File: config.mk
export PLATFORM = sky130hd
export DESIGN_NAME = lin_low_detect_and_break
export DESIGN_NICKNAME = d
export VERILOG_FILES = /design/src/rtl/lin_ld_pkg.sv /design/src/rtl/lin_low_detect_and_break.sv
export VERILOG_INCLUDE_DIRS = /design/src /design/src/rtl
export SDC_FILE = /design/constraint.sdc
export NUM_CORES = 1
export LEC_CHECK = 0
export ABC_CLOCK_PERIOD_IN_PS = 3800
export BUFFER_PORTS_ARGS = -buffer_cell sky130_fd_sc_hd__buf_4
export CAP_MARGIN = 20
export CORE_MARGIN = 2
export CORE_UTILIZATION = 40
export CTS_CLUSTER_DIAMETER = 100
export DETAILED_ROUTE_END_ITERATION = 7
export GPL_TIMING_DRIVEN = 0
export RECOVER_POWER = 100
export SYNTH_ARGS = -nofsm -noshare
export SYNTH_HDL_FRONTEND = slang
export SYNTH_SLANG_ARGS = --single-unit
export TNS_END_PERCENT = 10
File: constraint.sdc
create_clock -name CLK_SYS_I -period 3.8 [get_ports CLK_SYS_I]
set_clock_uncertainty 0.15 [all_clocks]
set_input_delay 0.95 -clock CLK_SYS_I [delete_from_list [all_inputs] [get_ports CLK_SYS_I]]
set_output_delay 0.95 -clock CLK_SYS_I [all_outputs]
set_load 0.05 [all_outputs]
File: src/rtl/lin_ld_regs.svh
// Constants for the four-channel LIN low-detect and break sequencer.
// Assumes inclusion by bare name from the package and the design file.
`ifndef LIN_LD_REGS_SVH
`define LIN_LD_REGS_SVH
`define NUM_CHANNELS      4
`define BREAK_LOW_BASE    5'h0D
`define DELIM_BASE        3'h1
`define BYTE_BITS         4'hA
`define IBS_BITS_DEFAULT  4'h1
`endif

File: src/rtl/lin_ld_pkg.sv
// Types for the LIN low-detect and break sequencer.
// Assumes the constants header sits in the include path.
`default_nettype none
`include "lin_ld_regs.svh"
package lin_ld_pkg;
  typedef struct packed {
    logic [3:0] break_low_len;
    logic       delimiter_len_hi;
    logic       delimiter_len_lo;
    logic [3:0] response_data_len;
  } frame_cfg_t;
  typedef enum logic [2:0] {IDLE, BRK_LOW, BRK_DELIM, DATA_BYTE, IBS, DONE} tx_state_t;
endpackage
`default_nettype wire

File: src/rtl/lin_low_detect_and_break.sv
// Four-channel LIN low detection with shared request, plus break and response
// sequencing for one transmitter. Assumes a bit-time tick from the baud timebase.
//
// Notes on behaviour
// - A falling edge on an enabled channel input sets its low-detect flag with a request.
// - Setting the enable while the input is already low also sets the flag with a request.
// - Hardware never clears a flag; software writes 1 to clear, writing 0 has no effect.
// - A four-bit summary reads back the current flag of each channel 0 to 3.
// - The shared low-detect request pulses for one cycle when a flag sets while no summary bit is 1.
// - While any flag is 1, flags of other channels setting raise no new request.
// - Break low length is 13 plus a four-bit field, so 13 to 28 bit times.
// - Break delimiter length is 1 plus a two-bit field, so 1 to 4 bit times.
// - Each response byte is followed by an interbyte space, then the next byte.
// - Byte and space repeat for the programmed data length, then the frame ends.
// - A reception error during a data byte or interbyte space abandons remaining bytes and skips the checksum judgement.
`default_nettype none
`include "lin_ld_regs.svh"
module lin_low_detect_and_break (
  // Clock and reset
  input  wire logic                  CLK_SYS_I,
  input  wire logic                  RST_I,
  // Line side
  input  wire logic [3:0]            LIN_RX_I,
  output logic                       LIN_TX_O,
  // Low detect control
  input  wire logic [3:0]            LOW_DETECT_ENABLE_I,
  input  wire logic [3:0]            FLAG_CLEAR_I,
  output logic [3:0]                 SUMMARY_FLAG_O,
  output logic                       LOW_DETECT_IRQ_O,
  // Transmit sequencing
  input  wire logic                  BIT_TICK_I,
  input  wire lin_ld_pkg::frame_cfg_t FRAME_CFG_I,
  input  wire logic                  TX_START_I,
  input  wire logic                  RX_ERROR_I,
  output logic                       TX_BUSY_O,
  output logic                       BYTE_REQ_O,
  output logic                       CHECKSUM_SKIP_O
);
  import lin_ld_pkg::*;

  logic [3:0] rx_meta;
  logic [3:0] rx_sync;
  logic [3:0] rx_prev;
  logic [3:0] enable_prev;
  logic [3:0] flag;
  logic [3:0] set_cond;
  logic [3:0] edge_set;
  logic [3:0] level_set;
  logic [3:0] next_flag;
  logic       any_flag;
  tx_state_t  state;
  logic [4:0] bit_cnt;
  logic [3:0] byte_cnt;
  logic       count_done;
  logic       byte_follows;

  // Shared countdown step for every timed state
  function automatic logic [4:0] count_down(input logic [4:0] value);
    count_down = value - 5'h01;
  endfunction

  // Break low load: fixed base plus the length field, less the final tick
  function automatic logic [4:0] break_low_load(input logic [3:0] field);
    break_low_load = count_down(`BREAK_LOW_BASE + {1'b0, field});
  endfunction

  // Delimiter load: the two field bits directly, since zero also lasts a tick
  function automatic logic [4:0] delim_load(input logic hi, input logic lo);
    delim_load = {3'h0, hi, lo};
  endfunction

  // Data byte load: start, eight data and stop bits, less the final tick
  function automatic logic [4:0] byte_load();
    byte_load = count_down({1'b0, `BYTE_BITS});
  endfunction

  // Interbyte space load; a fixed width chosen at build time
  function automatic logic [4:0] ibs_load();
    ibs_load = count_down({1'b0, `IBS_BITS_DEFAULT});
  endfunction

  // Two-stage synchroniser; only rx_sync and its delayed copy rx_prev feed logic
  always_ff @(posedge CLK_SYS_I)
  begin
    if (RST_I)
    begin
      rx_meta <= 4'hF;
      rx_sync <= 4'hF;
      rx_prev <= 4'hF;
    end
    else
    begin
      rx_meta <= LIN_RX_I;
      rx_sync <= rx_meta;
      rx_prev <= rx_sync;
    end
  end

  // Enable history for rising-enable-while-low detection
  always_ff @(posedge CLK_SYS_I)
  begin
    if (RST_I)
      enable_prev <= 4'h0;
    else
      enable_prev <= LOW_DETECT_ENABLE_I;
  end

  // Falling edge on an enabled channel, seen after synchronisation
  always_comb
  begin
    edge_set = rx_prev & ~rx_sync & LOW_DETECT_ENABLE_I;
  end

  // Enable just raised while the line already sits low; without this a
  // node asleep on a dominant bus would never be flagged
  always_comb
  begin
    level_set = LOW_DETECT_ENABLE_I & ~enable_prev & ~rx_sync;
  end

  // Either cause sets the flag; both at once still count as one event
  always_comb
  begin
    set_cond = edge_set | level_set;
  end

  assign any_flag = |flag;

  // Next flag value, shared by the flags and their summary copy
  assign next_flag = set_cond | (flag & ~FLAG_CLEAR_I);

  // Flags: set wins over a software clear so no event is lost
  always_ff @(posedge CLK_SYS_I)
  begin
    if (RST_I)
      flag <= 4'h0;
    else
      flag <= next_flag;
  end

  // Summary mirrors flags; a copy so the output comes from its own flop
  always_ff @(posedge CLK_SYS_I)
  begin
    if (RST_I)
      SUMMARY_FLAG_O <= 4'h0;
    else
      SUMMARY_FLAG_O <= next_flag;
  end

  // Request pulse only when no flag was already pending
  always_ff @(posedge CLK_SYS_I)
  begin
    if (RST_I)
      LOW_DETECT_IRQ_O <= 1'b0;
    else
      LOW_DETECT_IRQ_O <= (|set_cond) && !any_flag;
  end

  // Last tick of the running countdown
  assign count_done = BIT_TICK_I && (bit_cnt == 5'h00);

  // A data byte follows only while bytes remain to be sent
  always_comb
  begin
    byte_follows = 1'b0;
    if (state == BRK_DELIM)
      byte_follows = (FRAME_CFG_I.response_data_len != 4'h0);
    else if (state == IBS)
      byte_follows = (byte_cnt != 4'h0);
  end

  // Transmit sequencer, timed in bit ticks.
  // Each timed state loads bit_cnt with its length minus one and leaves on
  // the tick that finds it at zero, so a load of n lasts n + 1 ticks.
  // The start pulse is not tied to a tick, so the first break bit may be
  // short by up to one tick period; start on a tick for exact lengths.
  always_ff @(posedge CLK_SYS_I)
  begin
    if (RST_I)
    begin
      state   <= IDLE;
      bit_cnt <= 5'h00;
    end
    else
    begin
      unique case (state)
        IDLE:
          if (TX_START_I)
          begin
            state   <= BRK_LOW;
            bit_cnt <= break_low_load(FRAME_CFG_I.break_low_len);
          end
        BRK_LOW:
          if (BIT_TICK_I)
          begin
            if (bit_cnt == 5'h00)
            begin
              state   <= BRK_DELIM;
              bit_cnt <= delim_load(FRAME_CFG_I.delimiter_len_hi,
                                    FRAME_CFG_I.delimiter_len_lo);
            end
            else
              bit_cnt <= count_down(bit_cnt);
          end
        BRK_DELIM:
          if (BIT_TICK_I)
          begin
            if (bit_cnt == 5'h00)
            begin
              state   <= byte_follows ? DATA_BYTE : DONE;
              bit_cnt <= byte_load();
            end
            else
              bit_cnt <= count_down(bit_cnt);
          end
        DATA_BYTE:
          if (RX_ERROR_I)
            state <= DONE;
          else if (BIT_TICK_I)
          begin
            if (bit_cnt == 5'h00)
            begin
              state   <= IBS;
              bit_cnt <= ibs_load();
            end
            else
              bit_cnt <= count_down(bit_cnt);
          end
        IBS:
          if (RX_ERROR_I)
            state <= DONE;
          else if (BIT_TICK_I)
          begin
            if (bit_cnt == 5'h00)
            begin
              state   <= byte_follows ? DATA_BYTE : DONE;
              bit_cnt <= byte_load();
            end
            else
              bit_cnt <= count_down(bit_cnt);
          end
        DONE:
          state <= IDLE;
        default:
          state <= IDLE;
      endcase
    end
  end

  // Bytes still owed in this response; loaded as the delimiter ends
  always_ff @(posedge CLK_SYS_I)
  begin
    if (RST_I)
      byte_cnt <= 4'h0;
    else if (state == BRK_DELIM && count_done)
      byte_cnt <= FRAME_CFG_I.response_data_len;
    else if (state == DATA_BYTE && count_done && !RX_ERROR_I)
      byte_cnt <= byte_cnt - 4'h1;
  end

  // Line output: dominant only while the break low runs
  always_ff @(posedge CLK_SYS_I)
  begin
    if (RST_I)
      LIN_TX_O <= 1'b1;
    else
      LIN_TX_O <= (state != BRK_LOW);
  end

  // Busy from the start pulse until the sequencer is idle again
  always_ff @(posedge CLK_SYS_I)
  begin
    if (RST_I)
      TX_BUSY_O <= 1'b0;
    else
      TX_BUSY_O <= (state != IDLE);
  end

  // Byte request only when a data byte really follows, so a zero length
  // or the last space of a response raises none
  always_ff @(posedge CLK_SYS_I)
  begin
    if (RST_I)
      BYTE_REQ_O <= 1'b0;
    else
      BYTE_REQ_O <= count_done && byte_follows && !RX_ERROR_I;
  end

  // Checksum skip holds until the next frame starts
  always_ff @(posedge CLK_SYS_I)
  begin
    if (RST_I)
      CHECKSUM_SKIP_O <= 1'b0;
    else if (TX_START_I && state == IDLE)
      CHECKSUM_SKIP_O <= 1'b0;
    else if (RX_ERROR_I && (state == DATA_BYTE || state == IBS))
      CHECKSUM_SKIP_O <= 1'b1;
  end
endmodule // lin_low_detect_and_break
`default_nettype wire

# Word-level counts from Yosys, hierarchy flattened
# Index checks and enable logic that the tools add are counted.
# op_classes
reduce_logical	24
eq_ne	13
n_addsub	4
n_bitwise	10
muxes	25
# ops
operator	count
$mux W5	9
$mux W3	10
$pmux W5 S5	1
$and A4 B4 Y4	5
$pmux W3 S5	1
$ne A2 B2 Y1 const B	6
$not A4 Y4	3
$sub A5 B1 Y5 const B	2
$logic_and A1 B1 Y1	9
$mux W4	2
$or A4 B4 Y4	2
$reduce_bool A4 Y1	2
$reduce_or A4 Y1	2
$eq A3 B2 Y1 const B	2
$ne A3 B3 Y1 const B	2
$reduce_and A6 Y1	1
$add A4 B4 Y5 const A	1
$logic_not A5 Y1	1
$reduce_and A5 Y1	1
$reduce_bool A5 Y1	1
$sub A4 B1 Y4 const B	1
$eq A3 B1 Y1 const B	1
$eq A3 B3 Y1 const B	1
$logic_not A3 Y1	1
7 further kinds	9
# word_totals
ff_bits	37
in_bits	27
out_inout_bits	9
word_cells	89

# Logic depth before layout (Yosys ltp)
# Gate-level depths: netlist of run 1.
# logic_depth
word_depth	8
ltp_mapped	7

# Least setup slack after synthesis of run 1
# Ideal clock, no wire load.
# synth_path
path_kind	input -> register
startpoint	input FRAME_CFG_I[0] (netlist name)
endpoint	register state[2]
arrival_time_ns	2.022
cell_stages	4
required_ns	3.547
path_slack_ns	1.524
path_cell_list	o41a_1 o2111ai_1 nand3_1 a2111oi_2
# synth_between
elab_chain_cells	7
# synth_lines
element	line	rtl
from (decl)	lin_low_detect_and_break.sv:32	input wire lin_ld_pkg::frame_cfg_t FRAME_CFG_I,
$reduce_bool A4 Y1 *	lin_low_detect_and_break.sv:167	byte_follows = (FRAME_CFG_I.response_data_len != 4'h0);
$mux W1 *	lin_low_detect_and_break.sv:166	if (state == BRK_DELIM)
$mux W3 *	lin_low_detect_and_break.sv:210, lin_low_detect_and_break.sv:236	
$mux W3 *	lin_low_detect_and_break.sv:208, lin_low_detect_and_break.sv:234	
$mux W3 *	lin_low_detect_and_break.sv:232	else if (BIT_TICK_I)
$mux W3	lin_low_detect_and_break.sv:230	if (RX_ERROR_I)
$pmux W3 S5 *	lin_low_detect_and_break.sv:186	unique case (state)
to (signal assigned)	lin_low_detect_and_break.sv:210	state <= byte_follows ? DATA_BYTE : DONE;
to (signal assigned)	lin_low_detect_and_break.sv:236	state <= byte_follows ? DATA_BYTE : DONE;
to (decl)	lin_low_detect_and_break.sv:51	tx_state_t state;
# Every way passes the cells marked *; elsewhere a longest branch is shown, timed or not.
# A chain may end at the register's enable or synchronous reset.

# Final worst setup path of run 1
# layout_path
startpoint	register bit_cnt[0]
endpoint	register state[2]
# layout_between
elab_chain_cells	5
word_cells_on_any_way	8
cone_classes	eq/ne: 2; mux: 4; reduce/logical: 2
# layout_lines
element	line	rtl
from (decl)	lin_low_detect_and_break.sv:52	logic [4:0] bit_cnt;
from (signal assigned)	lin_low_detect_and_break.sv:191	bit_cnt <= break_low_load(FRAME_CFG_I.break_low_len);
from (signal assigned)	lin_low_detect_and_break.sv:199	bit_cnt <= delim_load(FRAME_CFG_I.delimiter_len_hi,
from (signal assigned)	lin_low_detect_and_break.sv:203	bit_cnt <= count_down(bit_cnt);
$logic_not A5 Y1 *	--	
$mux W3 (3 in series)	--	
$pmux W3 S5	--	
# Marked as above.

==> results of run 1 <==
## registers in the layout, indices dropped and copies added (netlist names)
signal / count
state: 3
rx_meta: 4
enable_prev: 4
TX_BUSY_O: 1
SUMMARY_FLAG_O: 4
LOW_DETECT_IRQ_O: 1
byte_cnt: 4
CHECKSUM_SKIP_O: 1
bit_cnt: 5
rx_sync: 4
rx_prev: 4
BYTE_REQ_O: 1
LIN_TX_O: 1
## power groups by stage
stage	combinational, mW	clock, mW	sequential, mW
CTS	0.252	0.269	0.434
finish	0.237	0.263	0.435
global route	0.264	0.284	0.438
detailed placement	0.251	0	0.443
global placement	0.250	0	0.443
floorplan	0.168	0	0.453
## logic make-up (layout without fill, tap and decap cells)
family / after synthesis / in the layout / share of synthesized area, %
buffers and inverters: 19 / 62 / 4.74
DFF: 37 / 37 / 41.3
adders and majority gates: 3 / 3 / 2.09
and+or+nand+nor: 92 / 92 / 31.5
muxes: 1 / 1 / 0.628
AOI/OAI and AO/OA: 51 / 51 / 19.8
## area by class of cell
class                   instances  area [um^2]  share of cell area (%)
repair buffers                 35          225                    10.5
plain buffers                  10         41.3                    1.93
well taps                      52         65.1                    3.04
multi-input cells             147          952                    44.5
flip-flops and latches         37          741                    34.6
clock buffers                   6         72.6                    3.39
clock inverters                 2         10.0                   0.468
inverters                       9         33.8                    1.58
## per-layer routing
metal	wire [um]	global-route usage [%]	part of all wire, %
met2	1850	24.9	45
met1	2050	24.2	50
met5	0	0	0
met3	171	4.27	4.2
met4	32	6.08	0.78
## worst paths after layout
check / startpoint / endpoint / slack [ns] / depth (start not counted)
max: bit_cnt[0]$_SDFFE_PP0P_ / state[2]$_SDFFE_PP0P_ / 1.27 / 7
min: rx_meta[1]$_SDFF_PP1_ / rx_sync[1]$_SDFF_PP1_ / 0.26 / 1
max reg2reg: bit_cnt[0]$_SDFFE_PP0P_ / state[2]$_SDFFE_PP0P_ / 1.27 / 7
min reg2reg: rx_meta[1]$_SDFF_PP1_ / rx_sync[1]$_SDFF_PP1_ / 0.26 / 1
## metrics by stage
stage	std cells	setup WS [ns]
after detailed placement	290	1.24
after global routing	298	1.17
after floorplan	203	1.52
final	298	1.27
after CTS	298	1.54
after global placement	290	1.22
## cell usage in the layout (no fill, tap or decap), types with 7 or more instances in the layout
cell type	netlist	layout
buf_4	1	25
clkbuf_1	5	20
a21oi_1	14	14
nand2_1	11	12
or2_2	13	13
nand3b_1	7	7
nor2b_1	9	9
nor2_1	14	15
o21ai_0	10	10
dfxtp_1	37	37
nand2b_1	14	14
inv_1	9	9
## critical path, stage by stage, from the launching register on
cell	delay, ns
dfxtp_1	0.33
inv_1	0.06
ha_1	0.22
nor4b_4	0.45
nand2_1	0.29
nor3_2	0.21
o21ai_1	0.09
a2111oi_0	0.57
==> flow_summary.ini, run 1 <==
[worst_hold_path]
min_path_type = flop to flop

[placed_design]
dp_hpwl_um = 3060
io_buffers = 35
place_area_um2 = 2120
place.gp.congestion = 0.820

[yosys]
syn_area_per_cell_um2 = 8.84
ys_ff_latch = 37
synth_most_common_cell = dfxtp_1
ys_seq_area_share_pct = 41.3
ys_warn_count = 0
synth_edf_count = 0
yosys.cell_types.count = 51
synth_top_area_share_pct = 41.3
yosys-top-cells-count = dfxtp_1 (37), a21oi_1 (14), nand2b_1 (14), nor2_1 (14), or2_2 (13)
async_flop_share_pct = 0
synth_cells = 203
synth_area_leaders = dfxtp_1 (41%), nand2b_1 (4.9%), or2_2 (4.5%), a21oi_1 (3.9%), nor2b_1 (3.1%)
synth_area_um2 = 1790
synth_ff_type = dfxtp_1
synth_top_cell_by_area = dfxtp_1
synth_fp_nets = 233

[power]
peakVddDrop_mv = 0.201
total_leakage_power_nw = 0.810
p_comb_share_pct = 25.4
p_clk_share_pct = 28.1
internal_power_uw = 641
p_seq_share_pct = 46.5
p_total_uw = 934
power_density_nw_per_um2 = 436
power_switching_uw = 294
switching_share_pct = 31.5

[sta]
rsz0062_at_grt = no
worstMarginPinSlew_ns = 0.602
final-hold-violation-count = 0
finalSetupViolCount = 0
drv_slew = 0
tns_ns = 0
fmax_mhz = 395
hold_slack_ns = 0.259
fin_crit_ns = 2.53
fin_crit_sh_pct = 66.6
slew_headroom_pct = 60.1

[finish]
fin_util_pct = 49.5
stdcell_area_um2 = 2140
area_growth_pct = 19.3
drive_above_1_share_pct = 21.5
diodes = 0
fillers = 456
nets = 275

[cts]
cts_hold_buf = 0
cts_tree = done
htreeDepth = 2
cts_made_buffers = 5
root_buffer = clkbuf_8
cts.repair.resized = 0
cts_setup_buffers = 0
clock-sinks = 37
clk-insertion-delay-late_ns = 0.28
clock_path_buffers = 2
clk_pin_slew_ns = 0.07

[detailed_routing]
firstDrtPassIters = 4
remaining_drc_errors = 0
post_drt_wl_per_cell_um = 13.8
wirelength_um = 4100
vias = 1572
vias_per_cell = 5.28
ant_nets = 0
drtIter0Drc = 64

[worst_setup_path]
worstSetupStartpointType = flop
cp_max_fo = 8
criticalPathCategory = flop to flop
required_ns = 3.77
cp-end-kind = flop
arrival_ns = 2.50

[die]
start_util_pct = 41.5
die_x_um = 71.0
rows = 24
fp.coreArea_um2 = 4320
die-area_um2 = 5040
io_pins = 36
die_h_um = 71.0

[global_route]
antenna_found_initial = 0
grt_pass1_vias = 1441
grt_use_total_pct = 17.0
grt_start_max_net_pins = 12
grt_pass1_wl_um = 6770
overflow = 0

[run]
drv_cap = 0

[status]
status = complete, no violations
Power figures use the tool's default switching activity.
==> run 2: changes to the inputs <==
--- a/config.mk
+++ b/config.mk
@@ -6,7 +6,7 @@
 export SDC_FILE = /design/constraint.sdc
 export NUM_CORES = 1
 export LEC_CHECK = 0
-export ABC_CLOCK_PERIOD_IN_PS = 3800
+export ABC_CLOCK_PERIOD_IN_PS = 2600
 export BUFFER_PORTS_ARGS = -buffer_cell sky130_fd_sc_hd__buf_4
 export CAP_MARGIN = 20
 export CORE_MARGIN = 2
==> constraint.sdc (replaced) <==
create_clock -name CLK_SYS_I -period 2.6 [get_ports CLK_SYS_I]
set_clock_uncertainty 0.15 [all_clocks]
set_input_delay 0.65 -clock CLK_SYS_I [delete_from_list [all_inputs] [get_ports CLK_SYS_I]]
set_output_delay 0.65 -clock CLK_SYS_I [all_outputs]
set_load 0.05 [all_outputs]
==> flow_summary.ini, run 2 (synthesis gave the netlist of run 1 again) <==
[status]
status = complete, no violations

[die]
fp.coreArea_um2 = 4320
io_pins = 36
die_h_um = 71.0
rows = 24
die-area_um2 = 5040
start_util_pct = 41.5
die_x_um = 71.0

[detailed_routing]
vias_per_cell = 5.24
post_drt_wl_per_cell_um = 13.7
vias = 1563
firstDrtPassIters = 4
ant_nets = 0
drtIter0Drc = 67
wirelength_um = 4100
remaining_drc_errors = 0

[sta]
fin_crit_sh_pct = 85.6
slew_headroom_pct = 60.1
finalSetupViolCount = 0
drv_slew = 0
rsz0062_at_grt = no
tns_ns = 0
worstMarginPinSlew_ns = 0.602
final-hold-violation-count = 0
fmax_mhz = 449
fin_crit_ns = 2.23

[worst_setup_path]
cp_max_fo = 8
criticalPathCategory = flop to flop
r2r-end = state[2]$_SDFFE_PP0P_
critPathCapture = state[2]$_SDFFE_PP0P_
cp-end-kind = flop
required_ns = 2.62
rrSetupSlack_ns = 0.37
timing.rr.start = bit_cnt[0]$_SDFFE_PP0P_
rr_worst_depth = 7
startpoint = bit_cnt[0]$_SDFFE_PP0P_
worstSetupStartpointType = flop
arrival_ns = 2.25

[finish]
layout_common_cells = dfxtp_1 (37), buf_4 (26), clkbuf_1 (19)
drive_above_1_share_pct = 22.8
largest_reg_flops = 5
diodes = 0
layout_commonest_cell = dfxtp_1
top_register = bit_cnt
area_growth_pct = 20.5
nets = 275

[run]
drv_cap = 0

[power]
p_total_mw = 1.38
power_density_nw_per_um2 = 638
peakVddDrop_mv = 0.294
total_leakage_power_nw = 0.821

[cts]
cts_tree = done
clk_pin_slew_ns = 0.07
cts_hold_buf = 0
clk-insertion-delay-late_ns = 0.28
clock-sinks = 37
root_buffer = clkbuf_8
cts.repair.resized = 0
htreeDepth = 2
cts_made_buffers = 5
clock_path_buffers = 2
cts_setup_buffers = 0

[global_route]
antenna_found_initial = 0
grt_pass1_vias = 1441
overflow = 0
grt_use_total_pct = 17.0
grt_start_max_net_pins = 12
grt_pass1_wl_um = 6770

[placed_design]
io_buffers = 35
dp_hpwl_um = 3060
place.gp.congestion = 0.820

[worst_hold_path]
min_path_type = flop to flop
[run 2: power by group]
part | switching [mW] | internal (mW)
combinational | 0.205 | 0.155
sequential | 0.0327 | 0.603
clock | 0.198 | 0.186
[run 2: layer usage]
metal,routed length (um),track usage (%),vias to the layer above
met5,0,0,-
met4,31,6.08,0
met3,236,4.27,4
met2,1810,24.9,37
met1,2020,24.2,710
li1,-,-,812
[run 2: critical path, cell delays in order, from the launching register on]
cell and delay, ns:
dfxtp_1 0.33, inv_1 0.06, ha_1 0.22, nor4b_4 0.52, nand2_4 0.15, nor3_2 0.17
o21ai_1 0.10, a2111oi_2 0.41
[run 2: area by class of cell]
class | instances | area [um^2]
fillers | 455 | 2160
multi-input cells | 147 | 966
flip-flops and latches | 37 | 741
repair buffers | 35 | 225
clock buffers | 6 | 72.6
well taps | 52 | 65.1
plain buffers | 10 | 48.8
inverters | 9 | 33.8
clock inverters | 2 | 10.0
[run 2: worst min-delay path by stage]
stage / from / endpoint / slack [ns] / depth (start not counted)
2_1_floorplan: rx_meta[0]$_SDFF_PP1_ / rx_sync[0]$_SDFF_PP1_ / 0.24 / 1
3_3_place_gp: rx_meta[0]$_SDFF_PP1_ / rx_sync[0]$_SDFF_PP1_ / 0.24 / 1
3_5_place_dp: rx_meta[1]$_SDFF_PP1_ / rx_sync[1]$_SDFF_PP1_ / 0.24 / 1
4_1_cts: rx_meta[1]$_SDFF_PP1_ / rx_sync[1]$_SDFF_PP1_ / 0.26 / 1
5_1_grt: rx_meta[1]$_SDFF_PP1_ / rx_sync[1]$_SDFF_PP1_ / 0.28 / 1
6_report: rx_meta[1]$_SDFF_PP1_ / rx_sync[1]$_SDFF_PP1_ / 0.26 / 1
[run 2: metrics by stage]
step           utilization (%)  instance area [um^2]  setup slack [ns]  hold WS (ns)  std cells
2_1_floorplan                -                  1790             0.624         0.239        203
3_3_place_gp              49.1                  2120             0.319         0.241        290
3_5_place_dp              49.1                  2120             0.339         0.244        290
4_1_cts                   51.0                  2200             0.390         0.260        298
5_1_grt                   50.0                  2160             0.244         0.280        298
6_report                  50.0                  2160             0.374         0.259        298
